## config.mk

```make
export PLATFORM = sky130hd
export DESIGN_NAME = vcg_codec_top
export DESIGN_NICKNAME = d
export VERILOG_FILES = /design/src/design/vcg_pkg.sv /design/src/design/vcg_gain.sv /design/src/design/vcg_cic.sv /design/src/design/vcg_codec_top.sv
export SDC_FILE = /design/constraint.sdc
export NUM_CORES = 2
export LEC_CHECK = 0
export BUFFER_PORTS_ARGS = -buffer_cell sky130_fd_sc_hd__clkbuf_2
export CAP_MARGIN = 5
export CORE_MARGIN = 5
export CORE_UTILIZATION = 55
export DETAILED_ROUTE_END_ITERATION = 10
export PLACE_DENSITY = 0.72
export SLEW_MARGIN = 20
export SYNTH_ARGS = -nofsm -noshare
export SYNTH_HDL_FRONTEND = slang
export SYNTH_SLANG_ARGS = --single-unit
```

## constraint.sdc

```tcl
create_clock -name clock -period 25.1 [get_ports clock]
set_input_delay 1.255 -clock clock [delete_from_list [all_inputs] [get_ports clock]]
set_output_delay 1.255 -clock clock [all_outputs]
set_load 0.005 [all_outputs]
```

## src/design/vcg_pkg.sv

```systemverilog
`default_nettype none
package vcg_pkg;

	////////////////////////////////////////////////////////////////////////
	// timing
	localparam int CLK_HZ = 40_000_000; // system clock rate
	localparam int SAMPLE_RATE_HZ = 8_000; // pcm sample rate
	localparam int SAMPLE_CYCLES = CLK_HZ / SAMPLE_RATE_HZ;
	localparam int OSR = 125; // modulator bits per pcm sample
	localparam int CIC_SHIFT = 8; // cic gain 125^3 scaled into 14 bits
	localparam int HPF_SHIFT = 5; // pole at 1 - 2^-5
	localparam int HPF_FRAC = 6; // fraction bits kept in the filter state

	////////////////////////////////////////////////////////////////////////
	// sample and gain formats
	localparam int PCM_W = 14;
	localparam int COEF_W = 9;
	localparam int COEF_FRAC = 5;
	localparam int WIDE_W = 24;
	localparam logic [COEF_W-1:0] COEF_UNITY = 9'h020;
	localparam logic [COEF_W-1:0] COEF_OFF = 9'h000;
	localparam logic signed [PCM_W-1:0] PCM_MAX = 14'h1fff;
	localparam logic signed [PCM_W-1:0] PCM_MIN = 14'h2000;

	////////////////////////////////////////////////////////////////////////
	// register map, byte addresses
	localparam logic [3:0] REG_CTRL = 4'h0;
	localparam logic [3:0] REG_ANALOG = 4'h4;
	localparam logic [3:0] REG_STATUS = 4'h8;
	localparam logic [3:0] REG_REC_DATA = 4'hc;
	localparam int CTRL_W = 15;
	localparam logic [31:0] CTRL_RESET = 32'h0000_4000;
	localparam int MIC_GAIN_LSB = 0;
	localparam int OUT_GAIN_LSB = 8;
	localparam logic [4:0] MIC_GAIN_MAX = 5'h10;
	localparam logic [3:0] OUT_GAIN_MAX = 4'ha;
	localparam logic [4:0] MIC_GAIN_RESET = 5'h00;
	localparam logic [3:0] OUT_GAIN_RESET = 4'h8;
	localparam int ST_REC_SAT = 0;
	localparam int ST_PLAY_SAT = 1;
	localparam int ST_REC_READY = 2;

	// control fields, bit 14 down to bit 0
	typedef struct packed {
		logic hpf_en;
		logic [1:0] st_path;
		logic [3:0] st_att;
		logic [3:0] dac_gain;
		logic [3:0] adc_gain;
	} vcg_ctrl_s;

	typedef logic signed [PCM_W-1:0] vcg_pcm_t;

	// dB ladder from -24 to +21.5 in 1/32 units
	function automatic logic [COEF_W-1:0] gain_ladder(input logic [3:0] k);
		logic [COEF_W-1:0] c;
		c = COEF_OFF;
		unique case (k)
			4'h0: c = 9'h002;
			4'h1: c = 9'h003;
			4'h2: c = 9'h004;
			4'h3: c = 9'h006;
			4'h4: c = 9'h008;
			4'h5: c = 9'h00c;
			4'h6: c = 9'h010;
			4'h7: c = 9'h018;
			4'h8: c = 9'h020;
			4'h9: c = 9'h030;
			4'ha: c = 9'h040;
			4'hb: c = 9'h060;
			4'hc: c = 9'h080;
			4'hd: c = 9'h0c0;
			4'he: c = 9'h100;
			4'hf: c = 9'h180;
		endcase
		return c;
	endfunction

	// adc and dac code: 0 unity, 1..7 boost, 8..15 cut
	function automatic logic [COEF_W-1:0] path_coef(input logic [3:0] code);
		return gain_ladder({~code[3], code[2:0]});
	endfunction

	// side-tone code: 0 off, 1..15 from -24 dB
	function automatic logic [COEF_W-1:0] sidetone_coef(input logic [3:0] code);
		return (code == 4'h0) ? COEF_OFF : gain_ladder(code - 4'h1);
	endfunction

	function automatic logic signed [WIDE_W-1:0] sext(input vcg_pcm_t v);
		return {{(WIDE_W-PCM_W){v[PCM_W-1]}}, v};
	endfunction

	// clamp a wide value into the 14-bit signed range
	function automatic vcg_pcm_t pcm_sat(input logic signed [WIDE_W-1:0] v);
		if (v > sext(PCM_MAX))
			return PCM_MAX;
		else if (v < sext(PCM_MIN))
			return PCM_MIN;
		else
			return v[PCM_W-1:0];
	endfunction

	function automatic logic [31:0] be_merge(input logic [31:0] old, input logic [31:0] wd,
		input logic [3:0] be);
		logic [31:0] r;
		r = old;
		for (int i = 0; i < 4; i++)
			if (be[i])
				r[i*8 +: 8] = wd[i*8 +: 8];
		return r;
	endfunction

endpackage
`default_nettype wire

```

## src/design/vcg_gain.sv

```systemverilog
`timescale 1ns/1ps
`default_nettype none
module vcg_gain
(
	input wire logic clock,
	input wire logic rst,
	input wire logic in_valid,
	input wire vcg_pkg::vcg_pcm_t in_data,
	input wire logic [vcg_pkg::COEF_W-1:0] coef,
	output logic out_valid,
	output vcg_pkg::vcg_pcm_t out_data,
	output logic out_sat
);
	import vcg_pkg::*;

	logic signed [WIDE_W-1:0] prod;
	logic signed [WIDE_W-1:0] scaled;

	// multiply by unsigned coefficient, drop fraction
	always_comb
	begin
		prod = sext(in_data) * $signed({{(WIDE_W-COEF_W){1'b0}}, coef});
		scaled = prod >>> COEF_FRAC;
	end

	// registered, saturated result
	always_ff @(posedge clock)
	begin
		if (rst)
		begin
			out_valid <= 1'b0;
			out_data <= '0;
			out_sat <= 1'b0;
		end
		else
		begin
			out_valid <= in_valid;
			out_sat <= in_valid && (scaled != sext(pcm_sat(scaled)));
			if (in_valid)
				out_data <= pcm_sat(scaled);
		end
	end

endmodule
`default_nettype wire

```

## src/design/vcg_cic.sv

```systemverilog
`timescale 1ns/1ps
`default_nettype none
module vcg_cic
#(
	parameter int SHIFT = vcg_pkg::CIC_SHIFT
)
(
	input wire logic clock,
	input wire logic rst,
	input wire logic bit_valid,
	input wire logic bit_in,
	input wire logic dump,
	output logic out_valid,
	output vcg_pkg::vcg_pcm_t out_data
);
	import vcg_pkg::*;

	localparam int ORDER = 3; // one above the modulator order
	logic signed [WIDE_W-1:0] integ_reg [ORDER];
	logic signed [WIDE_W-1:0] delay_reg [ORDER];
	logic signed [WIDE_W-1:0] comb_val [ORDER+1];

	// comb chain evaluated at the dump instant
	always_comb
	begin
		comb_val[0] = integ_reg[ORDER-1];
		for (int i = 0; i < ORDER; i++)
			comb_val[i+1] = comb_val[i] - delay_reg[i];
	end

	// integrators run at the modulator bit rate, wrap is harmless
	always_ff @(posedge clock)
	begin
		if (rst)
			for (int i = 0; i < ORDER; i++)
				integ_reg[i] <= '0;
		else if (bit_valid)
		begin
			integ_reg[0] <= integ_reg[0] + (bit_in ? 24'sh00_0001 : -24'sh00_0001);
			for (int i = 1; i < ORDER; i++)
				integ_reg[i] <= integ_reg[i] + integ_reg[i-1];
		end
	end

	// combs run at the pcm rate
	always_ff @(posedge clock)
	begin
		if (rst)
		begin
			for (int i = 0; i < ORDER; i++)
				delay_reg[i] <= '0;
			out_valid <= 1'b0;
			out_data <= '0;
		end
		else
		begin
			out_valid <= dump;
			if (dump)
			begin
				for (int i = 0; i < ORDER; i++)
					delay_reg[i] <= comb_val[i];
				out_data <= pcm_sat(comb_val[ORDER] >>> SHIFT);
			end
		end
	end

endmodule
`default_nettype wire

```

## src/design/vcg_codec_top.sv

```systemverilog
// Overview of operation
// RULE1 - record and playback words are 14-bit linear pcm at 8 kHz
// RULE2 - delta-sigma bitstream decimated to 14-bit pcm at 8 kHz
// RULE3 - side-tone code 0 off, codes 1..15 give -24 to 18 dB
// RULE4 - two-bit path code picks tap A or B and injection C or D
// RULE5 - adc gain code 0..7 boosts to 21.5 dB, 8..15 cuts from -24
// RULE6 - dac gain uses the same coding as the adc gain
// RULE7 - bass-cut high-pass filter at the end of the record chain; here it sits between the decimator and the adc gain
// RULE8 - enabled side tone adds attenuated microphone signal to playback
// RULE9 - microphone input gain spans 50 dB in 3 dB steps
// RULE10 - output gain from -24 to +6 dB in 3 dB steps
// RULE11 - side-tone plus playback sum saturates to 14-bit signed range
//
// The implementer's own choices: the register offsets and the Avalon-MM interface to the registers.
`timescale 1ns/1ps
`default_nettype none
module vcg_codec_top
#(
	parameter int SAMPLE_CYCLES_P = vcg_pkg::SAMPLE_CYCLES,
	parameter int OSR_P = vcg_pkg::OSR
)
(
	input wire logic clock,
	input wire logic rst,
	input wire logic [3:0] avs_address,
	input wire logic avs_read,
	input wire logic avs_write,
	input wire logic [31:0] avs_writedata,
	input wire logic [3:0] avs_byteenable,
	output logic [31:0] avs_readdata,
	output logic avs_waitrequest,
	output logic adc_mod_strobe,
	input wire logic adc_bit,
	output vcg_pkg::vcg_pcm_t dac_data,
	output logic dac_valid,
	output logic [4:0] microphone_input_gain,
	output logic [3:0] output_gain,
	output vcg_pkg::vcg_pcm_t rec_data,
	output logic rec_valid,
	input wire vcg_pkg::vcg_pcm_t play_data,
	output logic play_taken
);
	import vcg_pkg::*;

	localparam int MOD_CYC = SAMPLE_CYCLES_P / OSR_P;
	localparam int MW = $clog2(MOD_CYC + 1);
	localparam int BW = $clog2(OSR_P + 1);

	////////////////////////////////////////////////////////////////////////
	// declarations
	logic [MW-1:0] mod_cnt_reg;
	logic [BW-1:0] bit_cnt_reg;
	logic tick;
	vcg_ctrl_s ctrl_reg;
	logic [4:0] mic_gain_reg;
	logic [3:0] out_gain_reg;
	logic rec_sat_reg;
	logic play_sat_reg;
	logic rec_ready_reg;
	logic ack_reg;
	logic [31:0] rdata_reg;
	logic req;
	logic done;
	logic [31:0] ctrl_word;
	logic [31:0] analog_word;
	logic [31:0] status_word;
	logic [31:0] merged;
	logic dec_valid;
	vcg_pcm_t dec_data;
	logic signed [WIDE_W-1:0] hpf_y_reg;
	logic signed [WIDE_W-1:0] hpf_y_next;
	vcg_pcm_t hpf_x1_reg;
	vcg_pcm_t hpf_out_reg;
	logic hpf_valid_reg;
	logic adcg_valid;
	vcg_pcm_t adcg_out;
	logic adcg_sat;
	vcg_pcm_t play_reg;
	logic st_in_valid;
	vcg_pcm_t st_in;
	logic st_valid;
	vcg_pcm_t st_out;
	logic st_sat;
	logic signed [WIDE_W-1:0] sum_c;
	logic signed [WIDE_W-1:0] sum_d;
	vcg_pcm_t dg_in;
	logic dg_valid;
	vcg_pcm_t dg_out;
	logic dg_sat;
	logic c_ovf;
	logic d_ovf;
	vcg_pcm_t dac_data_reg;
	logic dac_valid_reg;
	logic [4:0] mic_wr;
	logic [3:0] out_wr;

	////////////////////////////////////////////////////////////////////////
	// sample timing: modulator bit strobe and 8 kHz tick
	assign adc_mod_strobe = (mod_cnt_reg == MW'(MOD_CYC - 1));
	assign tick = adc_mod_strobe && (bit_cnt_reg == BW'(OSR_P - 1)); // RULE1
	assign play_taken = tick;

	// modulator bit-period counter
	always_ff @(posedge clock)
	begin
		if (rst || adc_mod_strobe)
			mod_cnt_reg <= '0;
		else
			mod_cnt_reg <= mod_cnt_reg + MW'(1);
	end

	// bits per pcm sample
	always_ff @(posedge clock)
	begin
		if (rst || tick)
			bit_cnt_reg <= '0;
		else if (adc_mod_strobe)
			bit_cnt_reg <= bit_cnt_reg + BW'(1);
	end

	////////////////////////////////////////////////////////////////////////
	// record path: decimator, bass cut, adc gain
	vcg_cic u_cic
	(
		.clock(clock),
		.rst(rst),
		.bit_valid(adc_mod_strobe),
		.bit_in(adc_bit),
		.dump(tick),
		.out_valid(dec_valid),
		.out_data(dec_data)
	); // RULE2

	// first-order dc blocker, state keeps fraction bits
	always_comb
	begin
		hpf_y_next = ((sext(dec_data) - sext(hpf_x1_reg)) <<< HPF_FRAC)
			+ hpf_y_reg - (hpf_y_reg >>> HPF_SHIFT); // RULE7
	end

	// filter state and output, bypass when disabled
	always_ff @(posedge clock)
	begin
		if (rst)
		begin
			hpf_y_reg <= '0;
			hpf_x1_reg <= '0;
			hpf_out_reg <= '0;
			hpf_valid_reg <= 1'b0;
		end
		else
		begin
			hpf_valid_reg <= dec_valid;
			if (dec_valid)
			begin
				hpf_x1_reg <= dec_data;
				hpf_y_reg <= ctrl_reg.hpf_en ? hpf_y_next : '0;
				hpf_out_reg <= ctrl_reg.hpf_en ? pcm_sat(hpf_y_next >>> HPF_FRAC) : dec_data; // RULE7
			end
		end
	end

	vcg_gain u_adc_gain
	(
		.clock(clock),
		.rst(rst),
		.in_valid(hpf_valid_reg),
		.in_data(hpf_out_reg),
		.coef(path_coef(ctrl_reg.adc_gain)), // RULE5
		.out_valid(adcg_valid),
		.out_data(adcg_out),
		.out_sat(adcg_sat)
	);

	assign rec_valid = adcg_valid;
	assign rec_data = adcg_out;

	////////////////////////////////////////////////////////////////////////
	// side tone: A taps before adc gain, B after it
	assign st_in_valid = ctrl_reg.st_path[0] ? adcg_valid : hpf_valid_reg; // RULE4
	assign st_in = ctrl_reg.st_path[0] ? adcg_out : hpf_out_reg; // RULE4

	vcg_gain u_st_gain
	(
		.clock(clock),
		.rst(rst),
		.in_valid(st_in_valid),
		.in_data(st_in),
		.coef(sidetone_coef(ctrl_reg.st_att)), // RULE3
		.out_valid(st_valid),
		.out_data(st_out),
		.out_sat(st_sat)
	);

	// playback word latched on the tick
	always_ff @(posedge clock)
	begin
		if (rst)
			play_reg <= '0;
		else if (tick)
			play_reg <= play_data; // RULE1
	end

	// C injects before dac gain, D after it
	always_comb
	begin
		sum_c = sext(play_reg) + sext(st_out); // RULE8
		sum_d = sext(dg_out) + sext(st_out); // RULE8
		c_ovf = sum_c != sext(pcm_sat(sum_c));
		d_ovf = sum_d != sext(pcm_sat(sum_d));
		dg_in = ctrl_reg.st_path[1] ? play_reg : pcm_sat(sum_c); // RULE11
	end

	vcg_gain u_dac_gain
	(
		.clock(clock),
		.rst(rst),
		.in_valid(st_valid),
		.in_data(dg_in),
		.coef(path_coef(ctrl_reg.dac_gain)), // RULE6
		.out_valid(dg_valid),
		.out_data(dg_out),
		.out_sat(dg_sat)
	);

	// final dac word
	always_ff @(posedge clock)
	begin
		if (rst)
		begin
			dac_data_reg <= '0;
			dac_valid_reg <= 1'b0;
		end
		else
		begin
			dac_valid_reg <= dg_valid;
			if (dg_valid)
				dac_data_reg <= ctrl_reg.st_path[1] ? pcm_sat(sum_d) : dg_out; // RULE11
		end
	end

	assign dac_data = dac_data_reg;
	assign dac_valid = dac_valid_reg;

	////////////////////////////////////////////////////////////////////////
	// avalon slave, one wait state on every access
	assign req = avs_read || avs_write;
	assign avs_waitrequest = req && !ack_reg;
	assign done = req && ack_reg;
	assign avs_readdata = rdata_reg;
	assign ctrl_word = {{(32-CTRL_W){1'b0}}, ctrl_reg};
	assign analog_word = {20'h0_0000, out_gain_reg, 3'h0, mic_gain_reg};
	assign status_word = {29'h0000_0000, rec_ready_reg, play_sat_reg, rec_sat_reg};
	assign merged = be_merge((avs_address == REG_CTRL) ? ctrl_word : analog_word,
		avs_writedata, avs_byteenable);
	assign mic_wr = merged[MIC_GAIN_LSB +: 5];
	assign out_wr = merged[OUT_GAIN_LSB +: 4];
	assign microphone_input_gain = mic_gain_reg;
	assign output_gain = out_gain_reg;

	// wait-state flag
	always_ff @(posedge clock)
	begin
		if (rst)
			ack_reg <= 1'b0;
		else
			ack_reg <= req && !ack_reg;
	end

	// read data captured in the wait cycle
	always_ff @(posedge clock)
	begin
		if (rst)
			rdata_reg <= '0;
		else if (avs_read && !ack_reg)
		begin
			unique case (avs_address)
				REG_CTRL: rdata_reg <= ctrl_word;
				REG_ANALOG: rdata_reg <= analog_word;
				REG_STATUS: rdata_reg <= status_word;
				REG_REC_DATA: rdata_reg <= {18'h0_0000, adcg_out};
				default: rdata_reg <= '0;
			endcase
		end
	end

	// control register
	always_ff @(posedge clock)
	begin
		if (rst)
			ctrl_reg <= vcg_ctrl_s'(CTRL_RESET[CTRL_W-1:0]);
		else if (done && avs_write && avs_address == REG_CTRL)
			ctrl_reg <= vcg_ctrl_s'(merged[CTRL_W-1:0]);
	end

	// analogue gain codes, out-of-range writes clamp
	always_ff @(posedge clock)
	begin
		if (rst)
		begin
			mic_gain_reg <= MIC_GAIN_RESET;
			out_gain_reg <= OUT_GAIN_RESET;
		end
		else if (done && avs_write && avs_address == REG_ANALOG)
		begin
			mic_gain_reg <= (mic_wr > MIC_GAIN_MAX) ? MIC_GAIN_MAX : mic_wr; // RULE9
			out_gain_reg <= (out_wr > OUT_GAIN_MAX) ? OUT_GAIN_MAX : out_wr; // RULE10
		end
	end

	// sticky status, a set beats a clear in the same cycle
	always_ff @(posedge clock)
	begin
		if (rst)
		begin
			rec_sat_reg <= 1'b0;
			play_sat_reg <= 1'b0;
			rec_ready_reg <= 1'b0;
		end
		else
		begin
			if (adcg_sat)
				rec_sat_reg <= 1'b1;
			else if (done && avs_write && avs_address == REG_STATUS && avs_byteenable[0]
				&& avs_writedata[ST_REC_SAT])
				rec_sat_reg <= 1'b0;
			if (dg_sat || st_sat || (st_valid && c_ovf && !ctrl_reg.st_path[1])
				|| (dg_valid && d_ovf && ctrl_reg.st_path[1]))
				play_sat_reg <= 1'b1;
			else if (done && avs_write && avs_address == REG_STATUS && avs_byteenable[0]
				&& avs_writedata[ST_PLAY_SAT])
				play_sat_reg <= 1'b0;
			if (adcg_valid)
				rec_ready_reg <= 1'b1;
			else if (done && avs_read && avs_address == REG_REC_DATA)
				rec_ready_reg <= 1'b0;
		end
	end

	logic [15:0] gap_reg;
	logic seen_reg;

	// cycles since the last record word
	always_ff @(posedge clock)
	begin
		if (rst || rec_valid)
			gap_reg <= '0;
		else
			gap_reg <= gap_reg + 16'h0001;
	end

	always_ff @(posedge clock)
	begin
		if (rst)
			seen_reg <= 1'b0;
		else if (rec_valid)
			seen_reg <= 1'b1;
	end
endmodule
`default_nettype wire

```

---- Word-level counts from Yosys, hierarchy flattened ----
Memory sizes are Yosys's and may differ from the RTL's.
Index checks and enable logic that the tools add are counted.
cells by class
  add/subtract/negate cells ............... 14
  multipliers ............................. 3
  div/mod/pow operators ................... 0
  $lt $le $gt $ge ......................... 16
  equality and inequality tests ........... 12
  shift operators ......................... 0
  multiplexer cells ....................... 51
  bitwise gates (word level) .............. 8
  reduce and logical (&&, ||, !) cells .... 35
operators with widths
  cell                  count
  $mux 14               21
  $mux 24               8
  $add 24x24->24        3
  $mul 14x10->24        3
  $sub 24x24->24        3
  $pmux 15 s4           1
  $gt 19x14->1 const B  3
  $lt 19x14->1 const B  3
  $ne 19x14->1          3
  $add 14x14->15        2
  $gt 15x14->1 const B  2
  $lt 15x14->1 const B  2
  $ne 15x14->1          2
  $add 21x24->24        1
  $sub 24x19->24        1
  $logic_and 1x1->1     20
  $gt 18x14->1 const B  1
  $lt 18x14->1 const B  1
  $gt 16x14->1 const B  1
  $lt 16x14->1 const B  1
  $mux 1                15
  $mux 15               1
  $sub 14x14->15        1
  $mux 9                1
  21 further kinds      39
storage, ports and cells
  register bits after elaboration ......... 218
  bits in latches ......................... 0
  RAM bits ................................ 144
  memory bits (read-only) ................. 432
  bits of input ports ..................... 59
  output and inout port bits .............. 74
  logic and storage cells ................. 177
  memories ................................ 5
memories
  name              depth  width  rd ports  clocked after memory_dff  wr ports  RTL line       RTL
  (name not given)  16     9      1         0                         0         vcg_pkg.sv:58  unique case (k)
  (name not given)  16     9      1         0                         0         vcg_pkg.sv:58
  (name not given)  16     9      1         0                         0         vcg_pkg.sv:58
  u_cic.delay_reg   3      24     3         0                         3         vcg_cic.sv:20  logic signed [WIDE_W-1:0] delay_reg [ORDER];
  u_cic.integ_reg   3      24     3         0                         3         vcg_cic.sv:19  logic signed [WIDE_W-1:0] integ_reg [ORDER];

---- Logic depth before layout (Yosys ltp) ----
  depth in word-level cells ............... 12
  mapped depth ............................ 38
  gate-level depth less buffers ........... 37

---- Cells and area by module ----
From an unflattened synthesis, not the netlist that was laid out.
second synthesis, totals
  cells, all modules ...................... 4452
  area total of the unflattened synthesis .. 38912.3 sq um
modules (own cells, without submodules)
  module                      instances  cells each  area each (sq um)  sequential area each (sq um)
  vcg_cic                     1          1206        11806.3            4624.4
  vcg_gain at u_dac_gain ...  2          660         5636.7             320.3
  vcg_codec_top               1          1321        10452.5            2762.6
  vcg_gain at u_adc_gain      1          605         5380.2             320.3

---- Least setup slack after synthesis ----
OpenSTA, ideal clock, no wires.
  kind .................................... reg-to-reg
  start point ............................. register play_reg[0]
  end point ............................... register u_dac_gain.out_data[10]
  setup time .............................. 0.060 ns
  arrival ................................. 8.229 ns
  data required time ...................... 25.040 ns
  path slack .............................. 16.811 ns
  cell stages (with the launch flop) ...... 36
  buffers on the path ..................... 1
  clock period less this slack ............ 8.289 ns
  path through ............................ dfxtp_1 > ha_1 > fa_1 > a21o_1 > a21oi_1 > o21ai_1 > a41oi_2 > nor2_1 > o21ai_1 > nor2_1 > o21ai_0 > nand2_1 > nand2_1 > fa_1 > inv_1 > fa_1 > fa_1 > fa_1 > inv_1 > fa_1 > inv_1 > ha_1 > a21o_1 > a21o_1 > a21o_1 > a21o_1 > a21o_1 > a21o_1 > a22oi_1 > mux2_2 > a221oi_1 > o211ai_1 > a41o_1 > nor2_1 > buf_2 > a221o_1
on the way
  cells in the longest elaborated chain, start to end .. 9
  elaborated cells on any way between the ends .. 11
  classes of those cells .................. 1 x add/sub; 1 x mul; 4 x order compare; 5 x mux
ends and longest elaborated chain
  item                    RTL line              RTL
  from (decl)             vcg_codec_top.sv:78   vcg_pcm_t play_reg;
  from (signal assigned)  vcg_codec_top.sv:201  play_reg <= play_data;
  $add 14x14->15          vcg_codec_top.sv:207  sum_c = sext(play_reg) + sext(st_out);
  $lt 15x14->1            vcg_pkg.sv:97         else if (v < sext(PCM_MIN))
  $mux 14                 vcg_pkg.sv:97
  $mux 14                 vcg_pkg.sv:95         if (v > sext(PCM_MAX))
  $mux 14 (*)             vcg_codec_top.sv:211  dg_in = ctrl_reg.st_path[1] ? play_reg : pcm_sat(sum_c);
  $mul 14x10->24 (*)      vcg_gain.sv:22        prod = sext(in_data) * $signed({{(WIDE_W-COEF_W){1'b0}}, coef});
  $lt 19x14->1            vcg_pkg.sv:97
  $mux 14                 vcg_pkg.sv:97
  $mux 14 (*)             vcg_pkg.sv:95
  to (signal assigned)    vcg_gain.sv:40        out_data <= pcm_sat(scaled);
  to (decl)               vcg_gain.sv:11        output vcg_pkg::vcg_pcm_t out_data,
Mark *: on every way between the ends. The rest lies on a longest branch, timed or not.
A chain may end at the register's enable or synchronous reset.

---- Worst setup path in the final report ----
Ends and elaborated chain as after synthesis.

==> Flow_metrics.wiki <==
{| class="wikitable"
! Metric !! Value
|-
| Insertion delay to the later sink of the worst-skew pair || roughly 0.60 ns
|-
| Layout overhead on the synthesized area || 7.07%
|-
| Max-Slew Margin vs Limit || 17.6%
|-
| Bufs on Longest Clock Path || 3
|-
| DIE AREA || about 73000 um^2
|-
| Fraction of post-synthesis cell area in the top cell type by area || between 10% and 20%
|-
| Remaining antenna violation count || 0
|-
| Fin util || about three fifths
|-
| Final period utilization || between 30% and 40%
|-
| Shortest clock period the worst path allows after layout || 9.99 ns
|-
| Maximum fanout count along the critical path || 12
|-
| Max Clock Skew || between 0.02 and 0.025 ns
|-
| Hold path startpoint || hpf_y_reg[23]$_SDFFE_PP0P_
|-
| Max stage delay on crit path || around 0.62 ns
|-
| Cell Area, Synth || around 37000 um^2
|-
| Commonest cells after routing, fill and taps aside || sky130_fd_sc_hd__inv_1 (599), sky130_fd_sc_hd__nor2_1 (419), sky130_fd_sc_hd__ha_1 (365)
|-
| Drt initial violations || 2142
|-
| Via count || about 29000
|-
| Uppermost metal layer occupied by signal nets || met4
|-
| Worst Setup Start Kind || flip-flop
|-
| Count of warnings emitted by yosys || 0
|-
| I/O pin count || ~130
|-
| Average instance area after synthesis || 8.83 um^2
|-
| Peak supply drop || 0.0000414 V
|-
| Met2 wire length || slightly above 40 mm
|-
| Global router's overall resource usage || a little under a quarter
|-
| Endpoint of the lowest-slack register-to-register path || u_dac_gain.out_data[10]$_SDFFE_PP0P_
|-
| Number of maximum-capacitance violations || 0
|-
| Htree depth || 2
|-
| Worst Path Class, Setup || flip-flop to flip-flop
|-
| Metal-1 WL || between 30 and 40 mm
|-
| Most common cell after layout, fill and taps aside || sky130_fd_sc_hd__inv_1
|-
| Number of enable-type register cells in the synthesized netlist || roughly 140
|-
| Chip Width || 271 um
|-
| Sequential cell area fraction in the yosys report || roughly 22%
|-
| Count of TritonRoute iterations in the first routing pass || 6
|-
| Detailed-route vias per instance || 5.61
|-
| # rows || between 90 and 100
|-
| Total negative slack for setup checks || 0 ns
|-
| Number of gates given a new drive strength after cts || 0
|-
| Reg clk slew, reported paths || approximately 0.060 ns
|-
| Pin count of the biggest net entering global routing || 80
|-
| Wire length of the first global-routing pass || 142 mm
|-
| Run status || complete, no violations
|-
| Placer congestion estimate || 0.909
|-
| Num Clock Sinks || roughly 350
|-
| #FFs+latches synth || about 350
|-
| Layout Nets || around 5000
|-
| Number of antenna violations at the first check in global routing || 0
|-
| Destination of the worst hold path || hpf_y_reg[23]$_SDFFE_PP0P_
|-
| Antenna cell count || 0
|-
| Required time reported for the critical path endpoint || between 20 and 30 ns
|-
| Cell type with the highest occurrence count on the critical path || sky130_fd_sc_hd__a21o_1
|-
| Launch instance of the worst register-to-register path || play_reg[0]$_SDFFE_PP0P_
|-
| Hold Fails Final Rpt || 0
|-
| Main synth FF type || sky130_fd_sc_hd__dfxtp_1
|-
| Post-Synthesis Cells || ~4200
|-
| Critical path capture point type || flip-flop
|-
| Detailed-routed wire length on met3 || between 4 and 5 mm
|-
| Number of slew-limit violations in the final report || 0
|-
| Type of the worst min-delay path || flip-flop to flip-flop
|-
| Overflow left after global routing || 0
|-
| Die height || 271 um
|-
| Hold buffers post-CTS || 0
|-
| Endpoint arrival time on the critical path || between 10 and 15 ns
|-
| CTS tree || yes
|-
| Cell area after layout || 40000 um^2
|-
| Post-synth cell types || roughly 100
|-
| Crit-path slowest cell || sky130_fd_sc_hd__nor2_1
|-
| Hold path depth || 2
|-
| Setup repair bufs after CTS || 0
|-
| Number of clock buffers inserted by TritonCTS || 43
|-
| Slew at the pin closest to its max-slew limit || between 1 and 1.5 ns
|-
| Core Box Area || between 60000 and 70000 um^2
|-
| Count of final setup violators || 0
|-
| Routed wire length per instance || approximately 17 um
|-
| RSZ-0062 raised after global routing || false
|-
| Detailed placement HPWL || ~67 mm
|-
| R2R Setup Slk || 15.11 ns
|-
| FMAX || roughly 100 MHz
|-
| Residual DRC count || 0
|-
| Post-Place Cell Area || about 39000 um^2
|-
| Root Driver || sky130_fd_sc_hd__clkbuf_16
|-
| Tot Pwr || 1.50 mW
|-
| Library cell with the largest summed area after synthesis || sky130_fd_sc_hd__fa_1
|-
| Total wire length after detailed routing || 85.4 mm
|-
| Top cells by area in the synthesized netlist || sky130_fd_sc_hd__fa_1 (19%), sky130_fd_sc_hd__ha_1 (12%), sky130_fd_sc_hd__edfxtp_1 (12%), sky130_fd_sc_hd__dfxtp_1 (11%), sky130_fd_sc_hd__inv_1 (6.0%)
|-
| Number of port buffers || 96
|-
| Reported leakage power || roughly 19 nW
|-
| Via count of the first global-routing pass || between 20000 and 30000
|-
| Ratio of total power to cell area || roughly 37 nW/um^2
|-
| Fraction of registers with async set or reset after synthesis || 0%
|-
| Fraction of final layout cells with drive strength greater than 1 || under 10%
|-
| Worst-case reg-to-reg path depth || 34
|-
| Starting density of the core || 55.5%
|}
## power breakdown
| part | internal (mW) | switching (mW) |
|---|---|---|
| Clock | 0.363 | 0.269 |
| Sequential | 0.594 | 0.00596 |
| Combinational | 0.114 | 0.152 |
## synthesized netlist by cell type (56+ instances only)
library cell / n
sky130_fd_sc_hd__a21o_1: 64
sky130_fd_sc_hd__xnor2_1: 138
sky130_fd_sc_hd__o21a_1: 56
sky130_fd_sc_hd__mux2i_1: 68
sky130_fd_sc_hd__fa_1: 347
sky130_fd_sc_hd__nor2_1: 423
sky130_fd_sc_hd__o21ai_0: 164
sky130_fd_sc_hd__dfxtp_1: 201
sky130_fd_sc_hd__ha_1: 365
sky130_fd_sc_hd__a21oi_1: 187
sky130_fd_sc_hd__xor2_1: 85
sky130_fd_sc_hd__clkbuf_1: 121
sky130_fd_sc_hd__edfxtp_1: 144
sky130_fd_sc_hd__and2_1: 136
sky130_fd_sc_hd__nand2_1: 361
sky130_fd_sc_hd__nor3_1: 71
sky130_fd_sc_hd__inv_1: 599
## how the worst max path moves through the flow
stage	endpoint	startpoint
2_1_floorplan	u_dac_gain.out_data[10]$_SDFFE_PP0P_	play_reg[0]$_SDFFE_PP0P_
3_3_place_gp	u_dac_gain.out_data[7]$_SDFFE_PP0P_	play_reg[0]$_SDFFE_PP0P_
3_5_place_dp	u_dac_gain.out_data[0]$_SDFFE_PP0P_	play_reg[0]$_SDFFE_PP0P_
4_1_cts	u_dac_gain.out_data[10]$_SDFFE_PP0P_	play_reg[0]$_SDFFE_PP0P_
5_1_grt	u_dac_gain.out_data[4]$_SDFFE_PP0P_	play_reg[0]$_SDFFE_PP0P_
6_report	u_dac_gain.out_data[10]$_SDFFE_PP0P_	play_reg[0]$_SDFFE_PP0P_
## critical path, delay by kind of cell, from the launching register on
family	cells	cell delay, ns
AO/OA/AOI/OAI	17	4.14
AND/OR/NAND/NOR	5	1.46
buffers and inverters	3	0.18
flip-flops	1	0.37
adder cells (fa/ha/maj)	8	3.38
multiplexers	1	0.38
## metal layers
layer,vias up,GRT usage [%]
met3,115,3.07
met5,-,0
li1,14200,-
met2,712,39.8
met1,14000,31.3
met4,0,5.73
## cell type report
| cell class | instances | area (um^2) |
|---|---|---|
| clock buffer | 55 | 1190 |
| clock inverter | 24 | 238 |
| fill | 5859 | 27300 |
| inverter | 601 | 2260 |
| multi-input combinational | 3142 | 26200 |
| sequential | 345 | 8350 |
| tap | 873 | 1090 |
| timing repair buffer | 122 | 678 |
## logic make-up (layout without fill, tap and decap cells)
logic type | count (synthesis) | in the layout | synth area share (%)
AND/OR/NAND/NOR | 1287 | 1287 | 16.2
AO/OA/AOI/OAI | 796 | 796 | 14.4
buffers and inverters | 757 | 802 | 7.87
adder cells (fa/ha/maj) | 727 | 727 | 31.2
flip-flops | 345 | 345 | 22.4
XOR/XNOR | 225 | 225 | 5.36
multiplexers | 90 | 90 | 2.60
other | 1 | 17 | 0.0100
## through the flow
stage | hold WS [ns] | std cells | setup WS, ns
after global placement | 0.429 | 5083 | 15.39
after CTS | 0.460 | 5162 | 15.19
after detailed placement | 0.445 | 5083 | 15.23
after global routing | 0.480 | 5162 | 14.43
final | 0.454 | 5162 | 15.11
after floorplan | 0.413 | 4244 | 16.81
No activity file was read; power rests on OpenSTA's default activity.
